--- src/design/lmz_pkg.sv ---
/*
  Shared constants and carrier types of the LED scan and zero blanking block.
  Assumes a timebase tick that pulses once per oscillator cycle.
*/
`default_nettype none

package lmz_pkg;

  // Display geometry
  localparam int NUM_DIGITS = 8;
  localparam int BCD_W = 4;
  localparam int IDX_W = 3;

  // Nominal timebase in MHz, and its ratio to the low-frequency option
  localparam int OSC_MHZ_NOM = 10;
  localparam int LOW_OSC_DIV = 10;

  // Display timing in microseconds, measurement gap in milliseconds
  localparam int SLOT_US = 244;
  localparam int BLANK_US = 6;
  localparam int GAP_MS = 200;

  // Same times as timebase ticks at the nominal rate
  localparam int SLOT_TICKS = SLOT_US * OSC_MHZ_NOM;
  localparam int BLANK_TICKS = BLANK_US * OSC_MHZ_NOM;
  localparam int GAP_TICKS_NOM = GAP_MS * 1000 * OSC_MHZ_NOM;

  // Tick counter width, enough for the longest slot
  localparam int TICK_W = 12;

  // Digit two carries the decimal point on the shortest range
  localparam logic [2:0] DP_BASE_IDX = 3'h1;
  // Most significant digit, which also carries the overflow point
  localparam logic [2:0] TOP_IDX = 3'h7;

  // Reset values
  localparam logic [6:0] SEG_OFF = 7'h00;
  localparam logic [7:0] DIGITS_OFF = 8'h00;

  // Value to be shown, as presented by the counter latches
  typedef struct packed {
    logic [31:0] bcd;   // Eight BCD digits, digit one in the low nibble
    logic [1:0] range;  // Gate range, 0 is the shortest
    logic ovf;          // Main counter has overflowed
  } lmz_disp_t;

  // Pins toward the display
  typedef struct packed {
    logic [7:0] digit_en;  // Digit strobes, bit 0 is digit one
    logic [6:0] seg;       // Segments g..a
    logic dp;              // Decimal point segment
  } lmz_drive_t;

  // Scanner phases
  typedef enum logic {LMZ_GAP, LMZ_SHOW} lmz_state_t;

endpackage : lmz_pkg

`default_nettype wire

--- src/design/lmz_seg_dec.sv ---
/*
  BCD to seven-segment decoder for a common-cathode digit.
  Assumes segments ordered g..a with a high level lighting a segment.
*/
`default_nettype none

module lmz_seg_dec (
  // Digit in
  input wire logic [3:0] bcd,
  // Pattern out
  output logic [6:0] seg
);

  // Codes above nine light nothing rather than a bogus glyph
  always_comb
  begin
    case (bcd)
      4'h0: seg = 7'h3F;
      4'h1: seg = 7'h06;
      4'h2: seg = 7'h5B;
      4'h3: seg = 7'h4F;
      4'h4: seg = 7'h66;
      4'h5: seg = 7'h6D;
      4'h6: seg = 7'h7D;
      4'h7: seg = 7'h07;
      4'h8: seg = 7'h7F;
      4'h9: seg = 7'h6F;
      default: seg = lmz_pkg::SEG_OFF;
    endcase
  end

endmodule : lmz_seg_dec

`default_nettype wire

--- src/design/lmz_scan.sv ---
/*
  Digit scanner with interdigit blanking, leading zero blanking,
  overflow point and measurement gap pacing.
  Assumes osc_tick pulses one core_clk cycle per timebase cycle and that
  the value and range inputs are held steady by the counter latches.
*/
// What this block does
// - Scan digits, 244 us slot, 500 Hz
// - Everything off 6 us between slots
// - Blank leading zeros down to point digit
// - Digits right of point always shown
// - Overflow disables leading zero blanking
// - Scan and gap scale with timebase
// - Blanking rule fixed, no control input
// - Overflow lights point on top digit
// - Point on digit two plus range
// - Low timebase option divides by ten less
`default_nettype none

module lmz_scan #(
  parameter int GAP_TICKS = lmz_pkg::GAP_TICKS_NOM
) (
  // Clock and reset
  input wire logic core_clk,
  input wire logic rst_n,
  // Timebase
  input wire logic osc_tick,
  input wire logic low_freq_sel,
  // Value from the latches
  input wire lmz_pkg::lmz_disp_t disp_i,
  // Display pins
  output lmz_pkg::lmz_drive_t drive_o,
  // Start of each measurement gap
  output logic meas_tick
);

  localparam int GAP_W = $clog2(GAP_TICKS + 1);

  // Refuse gaps too short to divide down
  if (GAP_TICKS < lmz_pkg::LOW_OSC_DIV)
  begin : g_chk
    $error("GAP_TICKS too small");
  end

  // Limit in ticks for a nominal count and the chosen timebase
  function automatic logic [31:0] tb_lim(input int full, input logic low);
    tb_lim = low ? 32'(full / lmz_pkg::LOW_OSC_DIV) : 32'(full);
  endfunction : tb_lim

  // Leading zero test, fixed with no way to alter it
  function automatic logic lead_zero(input logic [31:0] bcd,
                                     input logic [2:0] idx,
                                     input logic [2:0] dp_idx);
    logic zero;
    zero = (idx > dp_idx);
    for (int i = 0; i < lmz_pkg::NUM_DIGITS; i++)
    begin
      if (i >= int'(idx) && bcd[i*4 +: 4] != 4'h0)
      begin
        zero = 1'b0;
      end
    end
    lead_zero = zero;
  endfunction : lead_zero

  // Scanner state
  lmz_pkg::lmz_state_t state_q, state_d;
  logic [lmz_pkg::TICK_W-1:0] tick_q, tick_d;  // Ticks into this phase
  logic [2:0] idx_q, idx_d;                    // Digit being scanned
  // Registered pins
  lmz_pkg::lmz_drive_t drive_q, drive_d;
  // Measurement gap pacing
  logic [GAP_W-1:0] gap_q, gap_d;
  logic meas_q, meas_d;

  // Phase limits for the selected timebase
  logic [31:0] slot_lim, blank_lim, gap_lim;
  assign slot_lim = tb_lim(lmz_pkg::SLOT_TICKS, low_freq_sel);
  assign blank_lim = tb_lim(lmz_pkg::BLANK_TICKS, low_freq_sel);
  assign gap_lim = tb_lim(GAP_TICKS, low_freq_sel);

  // Current digit and its pattern
  logic [3:0] cur_bcd;
  logic [6:0] dec_seg;
  logic [2:0] dp_idx;
  logic blank_dig;
  logic phase_end;
  assign cur_bcd = disp_i.bcd[idx_q*4 +: 4];
  assign dp_idx = lmz_pkg::DP_BASE_IDX + {1'b0, disp_i.range};
  // Overflow shows every digit
  assign blank_dig = !disp_i.ovf &&
                     lead_zero(disp_i.bcd, idx_q, dp_idx);
  assign phase_end = osc_tick && (32'(tick_q) ==
    ((state_q == lmz_pkg::LMZ_SHOW) ? slot_lim : blank_lim) - 32'h1);

  lmz_seg_dec u_dec (
    .bcd(cur_bcd),
    .seg(dec_seg)
  );

  // Next phase, tick count and digit
  always_comb
  begin
    state_d = state_q;
    tick_d = tick_q;
    idx_d = idx_q;
    if (phase_end)
    begin
      tick_d = '0;
      if (state_q == lmz_pkg::LMZ_SHOW)
      begin
        state_d = lmz_pkg::LMZ_GAP;
      end
      else
      begin
        state_d = lmz_pkg::LMZ_SHOW;
        idx_d = idx_q + 3'h1;
      end
    end
    else if (osc_tick)
    begin
      tick_d = tick_q + 1'b1;
    end
  end

  // Pin values, one cycle ahead of the pins
  always_comb
  begin
    drive_d.digit_en = lmz_pkg::DIGITS_OFF;
    drive_d.seg = lmz_pkg::SEG_OFF;
    drive_d.dp = 1'b0;
    if (state_q == lmz_pkg::LMZ_SHOW)
    begin
      drive_d.digit_en = 8'h01 << idx_q;
      drive_d.seg = blank_dig ? lmz_pkg::SEG_OFF : dec_seg;
      drive_d.dp = (idx_q == dp_idx) ||
                   (disp_i.ovf && idx_q == lmz_pkg::TOP_IDX);
    end
  end

  // Gap pacing scales with the timebase like the scan
  always_comb
  begin
    gap_d = gap_q;
    meas_d = 1'b0;
    if (osc_tick)
    begin
      if (32'(gap_q) >= gap_lim - 32'h1)
      begin
        gap_d = '0;
        meas_d = 1'b1;
      end
      else
      begin
        gap_d = gap_q + 1'b1;
      end
    end
  end

  // Registers; first slot after reset is digit one
  always_ff @(posedge core_clk)
  begin
    if (!rst_n)
    begin
      state_q <= lmz_pkg::LMZ_GAP;
      tick_q <= '0;
      idx_q <= lmz_pkg::TOP_IDX;
      drive_q <= '0;
      gap_q <= '0;
      meas_q <= 1'b0;
    end
    else
    begin
      state_q <= state_d;
      tick_q <= tick_d;
      idx_q <= idx_d;
      drive_q <= drive_d;
      gap_q <= gap_d;
      meas_q <= meas_d;
    end
  end

  assign drive_o = drive_q;
  assign meas_tick = meas_q;

  // Checks
  AST_ONE_STROBE: assert property (@(posedge core_clk) disable iff (!rst_n)
    state_q == lmz_pkg::LMZ_SHOW |=> $onehot(drive_q.digit_en))
    else $error("show slot without exactly one strobe");

  AST_GAP_DARK: assert property (@(posedge core_clk) disable iff (!rst_n)
    state_q == lmz_pkg::LMZ_GAP |=> drive_q == '0)
    else $error("pins lit during interdigit gap");

  AST_SLOT_LEN: assert property (@(posedge core_clk) disable iff (!rst_n)
    (state_q == lmz_pkg::LMZ_SHOW) ##1 (state_q == lmz_pkg::LMZ_GAP)
    |-> $past(osc_tick) && 32'($past(tick_q)) == slot_lim - 32'h1)
    else $error("slot ended at wrong tick");

  AST_BLANK_LEN: assert property (@(posedge core_clk) disable iff (!rst_n)
    (state_q == lmz_pkg::LMZ_GAP) ##1 (state_q == lmz_pkg::LMZ_SHOW)
    |-> 32'($past(tick_q)) == blank_lim - 32'h1)
    else $error("gap ended at wrong tick");

  AST_LEAD_BLANK: assert property (@(posedge core_clk) disable iff (!rst_n)
    state_q == lmz_pkg::LMZ_SHOW && !disp_i.ovf && idx_q > dp_idx &&
    (disp_i.bcd >> (idx_q * 4)) == 32'h0 |=> drive_q.seg == 7'h00)
    else $error("leading zero not blanked");

  AST_FRAC_SHOWN: assert property (@(posedge core_clk) disable iff (!rst_n)
    state_q == lmz_pkg::LMZ_SHOW && idx_q <= dp_idx
    |=> drive_q.seg == $past(dec_seg))
    else $error("digit right of point suppressed");

  AST_OVF_ALL: assert property (@(posedge core_clk) disable iff (!rst_n)
    state_q == lmz_pkg::LMZ_SHOW && disp_i.ovf
    |=> drive_q.seg == $past(dec_seg))
    else $error("blanking during overflow");

  AST_OVF_DP: assert property (@(posedge core_clk) disable iff (!rst_n)
    state_q == lmz_pkg::LMZ_SHOW && idx_q == 3'h7
    |=> drive_q.dp == ($past(disp_i.ovf) || $past(dp_idx) == 3'h7))
    else $error("overflow point wrong on top digit");

  AST_DP_POS: assert property (@(posedge core_clk) disable iff (!rst_n)
    state_q == lmz_pkg::LMZ_SHOW && idx_q == 3'h1 + {1'b0, disp_i.range}
    |=> drive_q.dp)
    else $error("decimal point missing");

  AST_GAP_PACE: assert property (@(posedge core_clk) disable iff (!rst_n)
    meas_q |-> $past(osc_tick)
    && 32'($past(gap_q)) >= $past(gap_lim) - 32'h1)
    else $error("measurement tick off pace");

  COV_SHOW: cover property (@(posedge core_clk) disable iff (!rst_n)
    state_q == lmz_pkg::LMZ_SHOW && idx_q == 3'h7);
  COV_BLANKED: cover property (@(posedge core_clk) disable iff (!rst_n)
    state_q == lmz_pkg::LMZ_SHOW && blank_dig);
  COV_OVF: cover property (@(posedge core_clk) disable iff (!rst_n)
    drive_q.dp && drive_q.digit_en[7] && disp_i.ovf);
  COV_LOW: cover property (@(posedge core_clk) disable iff (!rst_n)
    meas_q && low_freq_sel);

endmodule : lmz_scan

`default_nettype wire

--- config.mk ---
export PLATFORM = sky130hd
export DESIGN_NAME = lmz_scan
export DESIGN_NICKNAME = d
export VERILOG_FILES = /design/src/design/lmz_pkg.sv /design/src/design/lmz_seg_dec.sv /design/src/design/lmz_scan.sv
export SDC_FILE = /design/constraint.sdc
export NUM_CORES = 1
export LEC_CHECK = 0
export BUFFER_PORTS_ARGS = -buffer_cell sky130_fd_sc_hd__buf_2
export CORE_ASPECT_RATIO = 1.4
export CORE_UTILIZATION = 40
export CTS_CLUSTER_SIZE = 14
export DETAILED_ROUTE_END_ITERATION = 8
export GPL_ROUTABILITY_DRIVEN = 0
export RECOVER_POWER = 50
export SLEW_MARGIN = 20
export SYNTH_ARGS = -nofsm -noshare
export SYNTH_HDL_FRONTEND = slang
export SYNTH_SLANG_ARGS = --single-unit
--- constraint.sdc ---
create_clock -name core_clk -period 2.65 [get_ports core_clk]
set_input_delay 0.265 -clock core_clk [delete_from_list [all_inputs] [get_ports core_clk]]
set_output_delay 0.265 -clock core_clk [all_outputs]
set_load 0.005 [all_outputs]
==> results.sh <==
export IMPL_ys_warn_count=0
export IMPL_synth_area_mm2=0.00328
export IMPL_switchingPower_w=0.000358
export IMPL_wl_per_cell_um=14.4
export IMPL_start_util_pct=41.9
export IMPL_reg2reg_slack_ns=0.29
export IMPL_nFillCells=778
export IMPL_vdd_drop_max_v=0.000268
export IMPL_cts_root_buf="clkbuf_8"
export IMPL_skew_ns=0.00383
export IMPL_grt_first_pass_wirelength_mm=12.0
export IMPL_fin_crit_sh_pct=88.9
export IMPL_syn_num_nets=406
export IMPL_p_per_area_mw_per_mm2=402
export IMPL_synth_flop_cell="dfxtp_1"
export IMPL_sw_frac_of_total_pct=23.4
export IMPL_clk_pin_slew_worst_paths_ns=0.09
export IMPL_endpoint="idx_q[2]$_SDFFE_PN1P_"
export IMPL_area_growth_pct=15.9
export IMPL_grt_use_met3_pct=2.93
export IMPL_die_h_um=109
export IMPL_postCtsHoldBufs=0
export IMPL_dpl_hpwl_mm=5.47
export IMPL_cts_resized=0
export IMPL_cts_htree_levels=2
export IMPL_critPathLaunchType="flop"
export IMPL_hold_path_class="input pin to flop"
export IMPL_cts_sinks=54
export IMPL_pwr_share_clk_pct=35.8
export IMPL_crit_type="flop to flop"
export IMPL_post_cts_buffers=0
export IMPL_vias=2750
export IMPL_p_int_w=0.00117
export IMPL_tightest_slew_ns=0.522
export IMPL_fin_crit_ns=2.36
export IMPL_grt_max_degree=26
export IMPL_finalMaxSlewViolations=0
export IMPL_design_area_mm2=0.00381
export IMPL_reg2regPathDepth=7
export IMPL_relSlewSlack_pct=65.2
export IMPL_wl_mm=7.18
export IMPL_synth_seq_cells=54
export IMPL_yosysUniqueCellTypes=53
export IMPL_yosysSeqAreaShare_pct=32.9
export IMPL_synth_cells=336
export IMPL_ios=56
export IMPL_cts_made_buffers=5
export IMPL_dieWidth_um=78.6
export IMPL_seq_power_share_pct=53.9
export IMPL_worstPathArrival_ns=2.56
export IMPL_antenna_found_initial=0
export IMPL_rows=38
export IMPL_io_buffers=55
export IMPL_crit_start="state_q$_SDFFE_PN0P_"
export IMPL_grt_pass1_vias=2723
export IMPL_hold_viol=0
export IMPL_tns_ns=0
export IMPL_gr_usage_met1_pct=18.9
export IMPL_synth_enable_flop_cells=0
export IMPL_ant_nets=0
export IMPL_power_frac_comb_pct=10.3
export IMPL_met2_usage_pct=33.0
export IMPL_gr_total_overflow=0
export IMPL_placed_cell_area_mm2=0.00372
export IMPL_rsz0062_at_grt="false"
export IMPL_grt_busiest_layer="met2"
export IMPL_firstDrtPassIters=4
export IMPL_drv_cap=0
export IMPL_core_mm2=0.00785
export IMPL_n_antenna_cell=0
export IMPL_worstPathMaxFanout=9
export IMPL_dieArea_mm2=0.00858
export IMPL_drc_errors=0
export IMPL_grt_usage_pct=17.4
export IMPL_layout_nets=469
export IMPL_clkLatencyLatePin_ns=0.31
export IMPL_setup_viol=0
export IMPL_cts_max_path_buffers=2
export IMPL_required_ns=2.85
export IMPL_p_leak_nw=1.63
export IMPL_syn_avg_cell_area_um2=9.78
export IMPL_status="completed"
export IMPL_fmax_mhz=424
export IMPL_end_kind="flop"
export IMPL_drive_above_1_share_pct=20.5
export IMPL_cts_tree="yes"
export IMPL_drt_initial_drc_count=63
export IMPL_drt_vias_per_instance=5.50
export IMPL_reg2reg_to="idx_q[2]$_SDFFE_PN1P_"
export IMPL_rr_startpoint="state_q$_SDFFE_PN0P_"
export IMPL_synthArstFlopShare_pct=0
==> cells in the mapped netlist (all sizes together), types with 8 or more instances <==
library cell / number / area share (%)
nor3: 10 / 1.7
nor2: 23 / 2.6
nand3: 10 / 1.5
mux2i: 8 / 3.2
xor2: 17 / 4.5
a21oi: 9 / 1.5
ha: 31 / 12
mux4: 8 / 5.9
and3: 17 / 3.2
nand4: 10 / 1.9
dfxtp: 54 / 33
a211oi: 23 / 5.3
nand2: 17 / 1.9
xnor2: 20 / 5.3
inv: 15 / 1.7
==> cell type report <==
cell class	count	area (um^2)	area share, %
multi-input cells	256	2090	54.8
well taps	100	125	3.29
flip-flops and latches	54	1080	28.4
clock inverters	3	40.0	1.05
repair buffers	67	349	9.17
inverters	15	56.3	1.48
clock buffers	5	68.8	1.81
==> worst max-delay path: stages, from the launching register on <==
cell	delay, ns
dfxtp_1	0.32
buf_4	0.16
ha_1	0.21
or3_1	0.30
a2111oi_0	0.50
and3_1	0.30
nand3_1	0.14
a211o_1	0.32
==> kinds of logic (layout without fill, tap and decap cells) <==
| family | after synthesis | in the layout | synth area share, % |
|---|---|---|---|
| AND/OR/NAND/NOR | 113 | 113 | 19.2 |
| AO/OA/AOI/OAI | 55 | 55 | 12.2 |
| flip-flops | 54 | 54 | 32.9 |
| XOR/XNOR | 37 | 37 | 9.87 |
| adder cells (fa/ha/maj) | 31 | 31 | 11.8 |
| buffers and inverters | 26 | 90 | 3.39 |
| multiplexers | 20 | 20 | 10.6 |
==> state kept, by name, summed over array words and instances (netlist names) <==
signal     cells
gap_q         21
drive_o       16
meas_tick      1
state_q        1
idx_q          3
tick_q        12
==> how the worst min path moves through the flow <==
stage                             to  slack (ns)  cells after the start   from
5_1_grt        idx_q[0]$_SDFFE_PN1P_        0.22                      2  rst_n
6_report       idx_q[0]$_SDFFE_PN1P_        0.20                      2  rst_n
4_1_cts        idx_q[0]$_SDFFE_PN1P_        0.19                      2  rst_n
3_3_place_gp   idx_q[0]$_SDFFE_PN1P_        0.51                      2  rst_n
2_1_floorplan  idx_q[0]$_SDFFE_PN1P_        0.34                      1  rst_n
3_5_place_dp   idx_q[0]$_SDFFE_PN1P_        0.52                      2  rst_n
==> through the flow <==
stage	power (W)	hold slack, ns	utilization, %	cells	setup WS [ns]
2_1_floorplan	0.000937	0.337	-	336	0.450
3_5_place_dp	0.00100	0.518	47.4	492	0.323
5_1_grt	0.00160	0.216	48.5	500	0.0773
3_3_place_gp	0.000998	0.514	47.4	492	0.368
6_report	0.00153	0.204	48.5	500	0.293
4_1_cts	0.00156	0.194	48.8	500	0.355
==> metal layers <==
metal	share of wire (%)	vias up
met5	0	-
met2	50	82
met3	4.8	15
met4	2.4	0
li1	-	1370
met1	43	1283
==> layout by cell type (no fill, tap or decap), drive strengths merged, types with 9 or more instances in the layout <==
cell,instances
and3,17
nand3,10
inv,15
xor2,17
nand2,17
nor3,10
buf,58
a21oi,9
xnor2,20
nor2,23
dfxtp,54
ha,31
a211oi,23
nand4,10
clkbuf,14
==> power groups by stage <==
| stage | Combinational, W | Clock, W | Sequential, W |
|---|---|---|---|
| final | 0.000157 | 0.000548 | 0.000824 |
| after global routing | 0.000176 | 0.000598 | 0.000826 |
| after CTS | 0.000158 | 0.000573 | 0.000825 |
| after detailed placement | 0.000156 | 0 | 0.000843 |
| after global placement | 0.000155 | 0 | 0.000843 |
| after floorplan | 0.0000947 | 0 | 0.000842 |
Note: power is estimated with default switching activity, not from simulation.
